===== src/hdl/pfs_pkg.sv =====
// Purpose: shared constants and carriers for the port A pin function select block
// Assumes: AXI4-Lite register access, 32-bit data
// Notes: pins 8..29 of the port are handled, pins 8..13 are multiplexed
package pfs_pkg;
	localparam int PFS_AW = 8;
	localparam int PFS_NPIN = 22;
	localparam int PFS_NMUX = 6;
	localparam int PFS_SYNC_STAGES = 3;
	// register byte offsets
	localparam logic [PFS_AW-1:0] PFS_OFS_CTL_LO = 8'h00;
	localparam logic [PFS_AW-1:0] PFS_OFS_CTL_HI = 8'h04;
	localparam logic [PFS_AW-1:0] PFS_OFS_DAT_HI = 8'h08;
	localparam logic [PFS_AW-1:0] PFS_OFS_DAT_LO = 8'h0c;
	localparam logic [PFS_AW-1:0] PFS_OFS_DIR = 8'h10;
	// reset values
	localparam logic [11:0] PFS_RST_CTL_LO = 12'h000;
	localparam logic [5:0] PFS_RST_CTL_HI = 6'h00;
	localparam logic [13:0] PFS_RST_DAT_HI = 14'h0000;
	localparam logic [7:0] PFS_RST_DAT_LO = 8'h00;
	localparam logic [21:0] PFS_RST_DIR = 22'h000000;
	// mode field codes and bit positions of fields
	localparam logic [2:0] PFS_MD_PORT = 3'h0;
	localparam logic [2:0] PFS_MD_BUS = 3'h1;
	localparam logic [2:0] PFS_MD_IN2 = 3'h2;
	localparam logic [2:0] PFS_MD_IN3 = 3'h3;
	localparam int PFS_FLD_W = 3;
	localparam int PFS_FLD_STRIDE = 4;
	// mode fields whose lsb resets to one in external mode with program memory off
	localparam logic [11:0] PFS_EXT_CTL_LO = 12'h240;
	localparam logic [5:0] PFS_EXT_CTL_HI = 6'h09;
	localparam logic [1:0] PFS_RESP_OKAY = 2'h0;
	localparam logic [1:0] PFS_RESP_SLVERR = 2'h2;

	typedef struct packed {
		logic awvalid;
		logic [PFS_AW-1:0] awaddr;
		logic wvalid;
		logic [31:0] wdata;
		logic [3:0] wstrb;
		logic bready;
		logic arvalid;
		logic [PFS_AW-1:0] araddr;
		logic rready;
	} pfs_axi_req_t;

	typedef struct packed {
		logic awready;
		logic wready;
		logic bvalid;
		logic [1:0] bresp;
		logic arready;
		logic rvalid;
		logic [31:0] rdata;
		logic [1:0] rresp;
	} pfs_axi_rsp_t;

	typedef enum logic [1:0] {
		PFS_ST_INIT = 2'b01,
		PFS_ST_RUN = 2'b10
	} pfs_state_t;
endpackage : pfs_pkg


===== src/hdl/pfs_pin_sync.sv =====
// Purpose: three-stage synchroniser for port pin levels
// Assumes: pins are asynchronous to ref_clk
// Notes: a level change is taken once stages two and three agree
`timescale 1ns/1ns
module pfs_pin_sync #(
	parameter int W = 22
) (
	input wire logic ref_clk,
	input wire logic rst_n,
	input wire logic ce,
	input wire logic [W-1:0] pin_i,
	output logic [W-1:0] level_o
);
	import pfs_pkg::*;

	typedef struct packed {
		logic [W-1:0] s1;
		logic [W-1:0] s2;
		logic [W-1:0] s3;
		logic [W-1:0] lvl;
	} pfs_sync_st_t;

	pfs_sync_st_t st_r;
	pfs_sync_st_t st_nxt;
	logic [W-1:0] lvl_nxt;

	// per-bit agreement filter; stage one feeds only stage two
	generate
		for (genvar i = 0; i < W; i++) begin : g_bit
			assign lvl_nxt[i] = (st_r.s2[i] == st_r.s3[i]) ? st_r.s3[i] : st_r.lvl[i];
		end
	endgenerate

	always_comb begin
		st_nxt = st_r;
		st_nxt.s1 = pin_i;
		st_nxt.s2 = st_r.s1;
		st_nxt.s3 = st_r.s2;
		st_nxt.lvl = lvl_nxt;
	end

	always_ff @(posedge ref_clk or negedge rst_n) begin
		if (!rst_n) begin
			st_r <= '0;
		end else if (ce) begin
			st_r <= st_nxt;
		end
	end

	assign level_o = st_r.lvl;
endmodule : pfs_pin_sync


===== src/hdl/pfs_top.sv =====
// Purpose: port A pin function select and port data logic, AXI4-Lite registers
// Assumes: one clock ref_clk at 10 MHz, pins 8..29 of the port
// Notes: pins 8..13 are multiplexed, pins 14..29 are plain port pins
// Function
// pin 13 field: 000 port, 001 upper write strobe/mask out, 011 disable request in
// pin 12 field: 000 port, 001 lower write strobe/mask out, 011 disable request in
// reserved bits of mode control registers always read back as zero
// software writes zero into all reserved bit positions
// selected mode field lsbs reset to one in external mode, program memory off
// software never selects bus output functions while in single-chip mode
// pins 11..8 fields at 14:12, 10:8, 6:4, 2:0; bits 15,11,7,3 read-only
// upper data register: pins 16..29 at bits 13:0, reset 0, bits 15:14 read 0
// port mode drives or samples the data bit; other modes ignore it
//
// The register addresses and the AXI4-Lite interface to the registers were chosen for this implementation.
`timescale 1ns/1ns
module pfs_top (
	input wire logic ref_clk,
	input wire logic rst_n,
	input wire logic ce,
	input wire logic boot_ext_rom_off,
	input wire pfs_pkg::pfs_axi_req_t axi_req,
	output pfs_pkg::pfs_axi_rsp_t axi_rsp,
	input wire logic [pfs_pkg::PFS_NPIN-1:0] pin_i,
	output logic [pfs_pkg::PFS_NPIN-1:0] pin_o,
	output logic [pfs_pkg::PFS_NPIN-1:0] pin_oe,
	input wire logic [pfs_pkg::PFS_NMUX-1:0] bus_fn_out,
	output logic [pfs_pkg::PFS_NMUX-1:0] periph_in_n
);
	import pfs_pkg::*;

	typedef struct packed {
		pfs_state_t state;
		logic [11:0] ctl_lo;
		logic [5:0] ctl_hi;
		logic [13:0] dat_hi;
		logic [7:0] dat_lo;
		logic [21:0] dir;
		pfs_axi_rsp_t rsp;
		logic [PFS_NPIN-1:0] po;
		logic [PFS_NPIN-1:0] port_output_enable_unit;
		logic [PFS_NMUX-1:0] pin_n;
	} pfs_top_st_t;

	pfs_top_st_t st_r;
	pfs_top_st_t st_nxt;
	logic [1:0] rst_sync_r;
	logic rst_n_int;
	logic [PFS_NPIN-1:0] pin_lvl;
	logic [2:0] mode [PFS_NMUX];

	////////////////////////////////////////////////////////////////////////////////
	// reset release and pin synchronisers

	always_ff @(posedge ref_clk or negedge rst_n) begin
		if (!rst_n) begin
			rst_sync_r <= 2'h0;
		end else if (ce) begin
			rst_sync_r <= {rst_sync_r[0], 1'b1};
		end
	end
	assign rst_n_int = rst_sync_r[1];

	pfs_pin_sync #(
		.W(PFS_NPIN)
	) u_sync (
		.ref_clk(ref_clk),
		.rst_n(rst_n_int),
		.ce(ce),
		.pin_i(pin_i),
		.level_o(pin_lvl)
	);

	////////////////////////////////////////////////////////////////////////////////
	// mode field per multiplexed pin

	generate
		for (genvar i = 0; i < PFS_NMUX; i++) begin : g_mode
			if (i < 4) begin : g_lo
				assign mode[i] = st_r.ctl_lo[i*PFS_FLD_W +: PFS_FLD_W];
			end else begin : g_hi
				assign mode[i] = st_r.ctl_hi[(i-4)*PFS_FLD_W +: PFS_FLD_W];
			end
		end
	endgenerate

	////////////////////////////////////////////////////////////////////////////////
	// helpers

	function automatic logic [31:0] merge(input logic [31:0] old, input logic [31:0] wd,
			input logic [3:0] strb);
		logic [31:0] m;
		m = {{8{strb[3]}}, {8{strb[2]}}, {8{strb[1]}}, {8{strb[0]}}};
		return (old & ~m) | (wd & m);
	endfunction : merge

	// fields of 3 bits packed at a 4-bit stride; the gap bits read as zero
	function automatic logic [15:0] spread(input logic [11:0] f);
		logic [15:0] v;
		v = 16'h0000;
		for (int k = 0; k < 4; k++) begin
			v[k*PFS_FLD_STRIDE +: PFS_FLD_W] = f[k*PFS_FLD_W +: PFS_FLD_W];
		end
		return v;
	endfunction : spread

	function automatic logic [11:0] pack(input logic [15:0] v);
		logic [11:0] f;
		f = 12'h000;
		for (int k = 0; k < 4; k++) begin
			f[k*PFS_FLD_W +: PFS_FLD_W] = v[k*PFS_FLD_STRIDE +: PFS_FLD_W];
		end
		return f;
	endfunction : pack

	////////////////////////////////////////////////////////////////////////////////
	// next state

	always_comb begin
		logic [PFS_NPIN-1:0] dat;
		logic [PFS_NPIN-1:0] port_rd;
		logic [31:0] wv;
		logic [31:0] rv;
		logic hit;
		logic [11:0] pk;
		st_nxt = st_r;
		dat = {st_r.dat_hi, st_r.dat_lo};
		// input pins read their level, output pins their latched bit
		port_rd = (dat & st_r.dir) | (pin_lvl & ~st_r.dir);
		wv = 32'h00000000;
		rv = 32'h00000000;
		hit = 1'b0;
		pk = 12'h000;

		case (st_r.state)
			PFS_ST_INIT: begin
				// strap is caught on the first enabled edge after release
				if (boot_ext_rom_off) begin
					st_nxt.ctl_lo = PFS_RST_CTL_LO | PFS_EXT_CTL_LO;
					st_nxt.ctl_hi = PFS_RST_CTL_HI | PFS_EXT_CTL_HI;
				end
				st_nxt.state = PFS_ST_RUN;
			end
			PFS_ST_RUN: begin
				// write: both channels taken together, one edge after both are valid
				st_nxt.rsp.awready = 1'b0;
				st_nxt.rsp.wready = 1'b0;
				if (axi_req.awvalid && axi_req.wvalid && !st_r.rsp.awready &&
						!st_r.rsp.bvalid) begin
					st_nxt.rsp.awready = 1'b1;
					st_nxt.rsp.wready = 1'b1;
				end
				if (st_r.rsp.awready) begin
					hit = 1'b1;
					case (axi_req.awaddr)
						PFS_OFS_CTL_LO: begin
							wv = merge({16'h0000, spread(st_r.ctl_lo)}, axi_req.wdata,
								axi_req.wstrb);
							st_nxt.ctl_lo = pack(wv[15:0]);
						end
						PFS_OFS_CTL_HI: begin
							wv = merge({16'h0000, spread({6'h00, st_r.ctl_hi})},
								axi_req.wdata, axi_req.wstrb);
							pk = pack(wv[15:0]);
							st_nxt.ctl_hi = pk[5:0];
						end
						PFS_OFS_DAT_HI: begin
							wv = merge({18'h00000, st_r.dat_hi}, axi_req.wdata, axi_req.wstrb);
							st_nxt.dat_hi = wv[13:0];
						end
						PFS_OFS_DAT_LO: begin
							wv = merge({24'h000000, st_r.dat_lo}, axi_req.wdata, axi_req.wstrb);
							st_nxt.dat_lo = wv[7:0];
						end
						PFS_OFS_DIR: begin
							wv = merge({10'h000, st_r.dir}, axi_req.wdata, axi_req.wstrb);
							st_nxt.dir = wv[21:0];
						end
						default: hit = 1'b0;
					endcase
					st_nxt.rsp.bvalid = 1'b1;
					st_nxt.rsp.bresp = hit ? PFS_RESP_OKAY : PFS_RESP_SLVERR;
				end else if (st_r.rsp.bvalid && axi_req.bready) begin
					st_nxt.rsp.bvalid = 1'b0;
				end

				// read
				st_nxt.rsp.arready = 1'b0;
				if (axi_req.arvalid && !st_r.rsp.arready && !st_r.rsp.rvalid) begin
					st_nxt.rsp.arready = 1'b1;
				end
				if (st_r.rsp.arready) begin
					hit = 1'b1;
					case (axi_req.araddr)
						PFS_OFS_CTL_LO: rv = {16'h0000, spread(st_r.ctl_lo)};
						PFS_OFS_CTL_HI: rv = {16'h0000, spread({6'h00, st_r.ctl_hi})};
						PFS_OFS_DAT_HI: rv = {18'h00000, port_rd[21:8]};
						PFS_OFS_DAT_LO: rv = {24'h000000, port_rd[7:0]};
						PFS_OFS_DIR: rv = {10'h000, st_r.dir};
						default: hit = 1'b0;
					endcase
					st_nxt.rsp.rvalid = 1'b1;
					st_nxt.rsp.rdata = rv;
					st_nxt.rsp.rresp = hit ? PFS_RESP_OKAY : PFS_RESP_SLVERR;
				end else if (st_r.rsp.rvalid && axi_req.rready) begin
					st_nxt.rsp.rvalid = 1'b0;
				end
			end
			default: st_nxt.state = PFS_ST_INIT;
		endcase

		// pin routing; prohibited codes leave the pin undriven as a safe default
		for (int k = 0; k < PFS_NPIN; k++) begin
			st_nxt.po[k] = dat[k];
			st_nxt.port_output_enable_unit[k] = st_r.dir[k];
		end
		for (int k = 0; k < PFS_NMUX; k++) begin
			st_nxt.pin_n[k] = 1'b1;
			case (mode[k])
				PFS_MD_PORT: begin
				end
				PFS_MD_BUS: begin
					st_nxt.po[k] = bus_fn_out[k];
					st_nxt.port_output_enable_unit[k] = 1'b1;
				end
				PFS_MD_IN2, PFS_MD_IN3: begin
					st_nxt.po[k] = 1'b0;
					st_nxt.port_output_enable_unit[k] = 1'b0;
					st_nxt.pin_n[k] = pin_lvl[k];
				end
				default: begin
					st_nxt.po[k] = 1'b0;
					st_nxt.port_output_enable_unit[k] = 1'b0;
				end
			endcase
		end
	end

	////////////////////////////////////////////////////////////////////////////////
	// state register

	always_ff @(posedge ref_clk or negedge rst_n_int) begin
		if (!rst_n_int) begin
			st_r <= '0;
			st_r.state <= PFS_ST_INIT;
			st_r.ctl_lo <= PFS_RST_CTL_LO;
			st_r.ctl_hi <= PFS_RST_CTL_HI;
			st_r.dat_hi <= PFS_RST_DAT_HI;
			st_r.dat_lo <= PFS_RST_DAT_LO;
			st_r.dir <= PFS_RST_DIR;
			st_r.pin_n <= '1;
		end else if (ce) begin
			st_r <= st_nxt;
		end
	end

	assign axi_rsp = st_r.rsp;
	assign pin_o = st_r.po;
	assign pin_oe = st_r.port_output_enable_unit;
	assign periph_in_n = st_r.pin_n;
endmodule : pfs_top


===== config.mk =====
export PLATFORM = sky130hd
export DESIGN_NAME = pfs_top
export DESIGN_NICKNAME = d
export VERILOG_FILES = /design/src/hdl/pfs_pkg.sv /design/src/hdl/pfs_pin_sync.sv /design/src/hdl/pfs_top.sv
export SDC_FILE = /design/constraint.sdc
export NUM_CORES = 1
export LEC_CHECK = 0
export ABC_AREA = 0
export ABC_CLOCK_PERIOD_IN_PS = 7450
export BUFFER_PORTS_ARGS = -buffer_cell sky130_fd_sc_hd__buf_2
export CAP_MARGIN = 0
export CORE_MARGIN = 3
export CORE_UTILIZATION = 51
export DETAILED_ROUTE_END_ITERATION = 6
export GPL_TIMING_DRIVEN = 1
export PLACE_DENSITY = 0.76
export SETUP_SLACK_MARGIN = 0.02
export SYNTH_ARGS = -nofsm -noshare
export SYNTH_HDL_FRONTEND = slang
export SYNTH_SLANG_ARGS = --single-unit

===== constraint.sdc =====
create_clock -name ref_clk -period 7.45 [get_ports ref_clk]
set_clock_uncertainty 0.15 [all_clocks]
set_input_delay 1.1175 -clock ref_clk [delete_from_list [all_inputs] [get_ports ref_clk]]
set_output_delay 1.1175 -clock ref_clk [all_outputs]
set_load 0.05 [all_outputs]

-- After elaboration in Yosys (flattened, before gate mapping)
Cells that the tools add are included.
- register bits after elaboration: 245
- bits of input ports: 89
- output and inout bits: 91
- logic and storage cells: 219
- eq/ne operators: 54
- mux-type cells: 42
- bitwise logic cells: 17
- reduce and logical (&&, ||, !) cells: 63
- operators by type and width (operator ; number):
    $pmux W22 S5 ; 1
    $and A22 B22 Y22 ; 4
    $mux W62 ; 1
    $reduce_and A2 Y1 ; 24
    $not A22 Y22 ; 2
    $or A22 B22 Y22 ; 2
    $eq A3 B2 Y1 const B ; 12
    $pmux W18 S2 ; 1
    $eq A8 B4 Y1 const B ; 4
    $pmux W1 S2 ; 12
    $eq A1 B1 Y1 ; 22
    $mux W22 ; 1
    $eq A3 B1 Y1 const B ; 6
    $logic_not A3 Y1 ; 6
    $mux W18 ; 1
    $mux W1 ; 17
    $eq A8 B3 Y1 const B ; 2
    $eq A8 B5 Y1 const B ; 2
    $logic_not A8 Y1 ; 2
    $and A15 B15 Y15 ; 1
    $or A15 B15 Y15 ; 1
    $and A14 B14 Y14 ; 1
    $mux W14 ; 1
    $or A14 B14 Y14 ; 1
    other kinds (22) ; 49

-- Depth between registers and ports, before layout
- depth after elaboration: 6
- mapped depth: 6
- mapped depth without buffers: 4

-- Cells and area by module
From an unflattened synthesis, not the netlist that was laid out.
- cell total of the unflattened synthesis: 868
- area total of the unflattened synthesis: 10775.3 um2
- by module, submodules not included (module ; instances ; cells an instance ; area an instance (um2) ; seq. area each (um2)):
    pfs_top ; 1 ; 608 ; 7071.8 ; 3612.2
    pfs_pin_sync ; 1 ; 260 ; 3703.6 ; 2202.1

-- Least setup slack after synthesis
OpenSTA, ideal clock, no wires.
- path kind: register to register
- start: register rst_sync_r[1] (netlist name)
- end: register rst_sync_r[1]
- library setup time: 0.103 ns
- arrival: 5.976 ns
- required time: 7.197 ns
- path slack: 1.220 ns
- cell stages (with the launch flop): 2
- buffers on the path: 0
- period minus slack after synthesis: 6.230 ns
- path through: dfrtp_1 -> mux2_2
- RTL lines (element ; RTL line ; text):
    end signal: assignment ; pfs_top.sv:59 ; rst_sync_r <= {rst_sync_r[0], 1'b1};
    end: declaration ; pfs_top.sv:47 ; logic [1:0] rst_sync_r;

==> impl_metrics.yaml <==
floorplan:
  die_h_um: 149.4
  core_sq_um: 19850
  fp-row-count: 51
  start_util: 0.5285
  die_area_sq_um: 22320
  fp.dieW_um: 149.4
  io_pins: 180
synthesis:
  synth_cell_types: 52
  yosysSeqAreaShare: 0.5543
  synth_largest_area_cell: "dfrtp_1"
  synth_cells: 863
  synthArstFlopShare: 1.000
  synth_edf_count: 0
  synth_area_leaders: "dfrtp_1 (54%), mux2_2 (15%), buf_4 (6.7%)"
  yosys_warnings: 0
  synth.avg_cell_area_sq_um: 12.15
  ys_ff_latch: 232
  synthFlopType: "dfrtp_1"
  netlist.area_leader.share: 0.5368
  synth_area_sq_um: 10490
layout:
  num_antenna_cells: 0
  area_growth_pct: 10.65
  fill_cells: 1633
  drive_gt1_frac: 0.3762
  nets: 1021
  final_cells: 1214
route:
  wl_per_cell_um: 19.04
  vias_per_cell: 5.524
  drtIter0Drc: 593
  finalWirelength_um: 23120
  route.detailed.drc: 0
  final_antenna_net_count: 0
  vias: 6706
  drt_first_pass_iters: 5
cts:
  path_clk_slew_ns: 0.06
  ctsResizeCount: 0
  cts_setup_buffers: 0
  tritoncts: "built"
  max-clock-path-buffers: 3
  cts.sinks: 232
  cts-root-buf: "clkbuf_16"
  clk_latency_ns: 0.51
  h-tree-depth: 1
  cts_buffers: 25
  postCtsHoldBufs: 0
power:
  p_comb_frac: 0.157
  power_switching_uw: 913.6
  leakage_nw: 5.450
  powerDensity_nw_per_um2: 273.9
  ir_worst_vdd_mv: 0.1403
  p_sw_frac: 0.2874
  seqPwrFrac: 0.485
  p_clk_frac: 0.358
  p_int_mw: 2.266
sta:
  fmax_ghz: 0.2767
  max_slew_margin: 0.2463
  layout_setup_ws_ns: 3.835
  rsz0062_at_grt: "false"
  finalMaxSlewViolations: 0
  min_period_ns: 3.615
  setup-tns-final_ns: 0
  min_period_over_period: 0.4852
  hold_violations: 0
  setup_violations: 0
  tightest_slew_ns: 1.131
setup_path:
  ff2ff_setup_slack_ns: 4.66
  path_max_fanout: 119
  cp-start-kind: "input pin"
  arrival_ns: 3.85
  cp_data_required_time_ns: 7.68
  worstSetupPathType: "input pin to flip-flop"
  crit_path_end_kind: "flip-flop"
placed_design:
  placedCellCount: 1170
  place_congestion: 0.8481
  dpl.hpwl_um: 16290
  dp_slack_ns: 3.313
  port-buffer-count: 156
global_routing:
  grt_pass1_wl_um: 36460
  overflow: 0
  grt_max_degree: 212
  grt_pass1_vias: 6611
  grt.total_usage: 0.2067
  grt_antenna_before_repair: 1
outcome:
  status: "complete, no violations"
flow_run:
  drv_cap: 0
hold_path:
  hp-class: "flip-flop to async pin"
## cell usage after synthesis, types with 2 or more instances
library cell	number
and4_1	3
a21oi_1	64
o211ai_1	12
buf_1	3
o221ai_1	2
dfstp_2	7
nor3_1	3
nand2b_1	29
mux2_2	143
a21o_1	2
or4_4	2
nand4b_1	4
nor2_1	49
a211oi_1	7
inv_1	14
a31oi_1	6
a2111oi_0	2
nor4_1	2
buf_2	3
mux2i_1	30
a22oi_1	3
a22o_1	21
buf_4	94
dfrtp_1	225
nand3_1	5
o21ai_1	5
a221o_1	2
o22ai_1	9
clkbuf_1	27
nand2_1	30
o21ai_0	20
nor4b_1	2
xnor2_1	2
nor3b_1	6
nor2b_1	5
o2bb2ai_1	4
## critical path, cell delays in order
cell and delay [ns]:
buf_6 0.68, nand4b_1 0.47, nor3_1 0.53, and4_1 0.62
mux2_2 0.39
## metal layers
layer	global-route usage	vias to the layer above	share of wire
met5	0	-	0.00087
met4	0.06911	2	0.026
met3	0.04119	40	0.072
met2	0.3274	229	0.47
met1	0.2886	3324	0.43
li1	-	3111	-
## placed cells by master, fill, tap and decap left out, types with 9 or more instances in the layout
master,netlist,layout
clkbuf_16,0,25
mux2i_1,30,30
buf_2,3,155
o21ai_0,20,20
mux2_2,143,143
inv_1,14,14
a22o_1,21,21
nand2_1,30,30
dfrtp_1,225,224
a21oi_1,64,64
nor2_1,49,49
nand2b_1,29,29
o22ai_1,9,9
conb_1,1,12
o211ai_1,12,12
## metrics by stage
step	area, sq um	hold WS (ns)	util	power (mW)
CTS	11610	0.07550	0.5848	3.201
global route	11610	0.09065	0.5848	3.326
floorplan	10530	0.2805	-	1.947
detailed placement	10840	0.07277	0.5464	2.057
finish	11610	0.06188	0.5848	3.179
global placement	10840	0.06333	0.5464	2.033
## power by group through the flow
stage / Sequential (mW) / Combinational, mW / Clock [mW]
floorplan: 1.50 / 0.446 / 0
global placement: 1.55 / 0.482 / 0
detailed placement: 1.56 / 0.498 / 0
CTS: 1.54 / 0.500 / 1.16
global route: 1.56 / 0.544 / 1.22
finish: 1.54 / 0.499 / 1.14
## path summary, 6_finish.rpt
| path | start | endpoint | cells after the start |
|---|---|---|---|
| max | ce | flip-flop | 5 |
| min | rst_sync_r[1] | u_sync.st_nxt[54] | 0 |
| max reg2reg | axi_rsp[40] | flip-flop | 4 |
| min reg2reg | rst_sync_r[1] | u_sync.st_nxt[54] | 0 |
| max in group asynchronous | rst_sync_r[1] | mode[14] | 1 |
| min in group ref_clk | axi_rsp[14] | axi_rsp[14] | 2 |
## cell type report
cell class                      count  area, sq um  area share
Sequential cell                   232         5818      0.5013
Clock inverter                      7        42.54    0.003665
Tap cell                          265        331.6     0.02857
Timing Repair Buffer              159        822.0     0.07083
Inverter                           14        52.55    0.004528
Multi-Input combinational cell    500         3819      0.3290
Clock buffer                       37        720.7     0.06210
## cell families (layout without fill, tap and decap cells)
group | after synthesis | after routing | synth area share
xor+xnor | 2 | 2 | 0.001670
mux | 173 | 173 | 0.1822
simple gates | 152 | 152 | 0.07969
buf+inv | 142 | 217 | 0.08553
other cells | 1 | 12 | 0.0003575
compound gates | 161 | 161 | 0.09627
flops | 232 | 232 | 0.5543
Note: power is estimated with default switching activity, not from simulation.
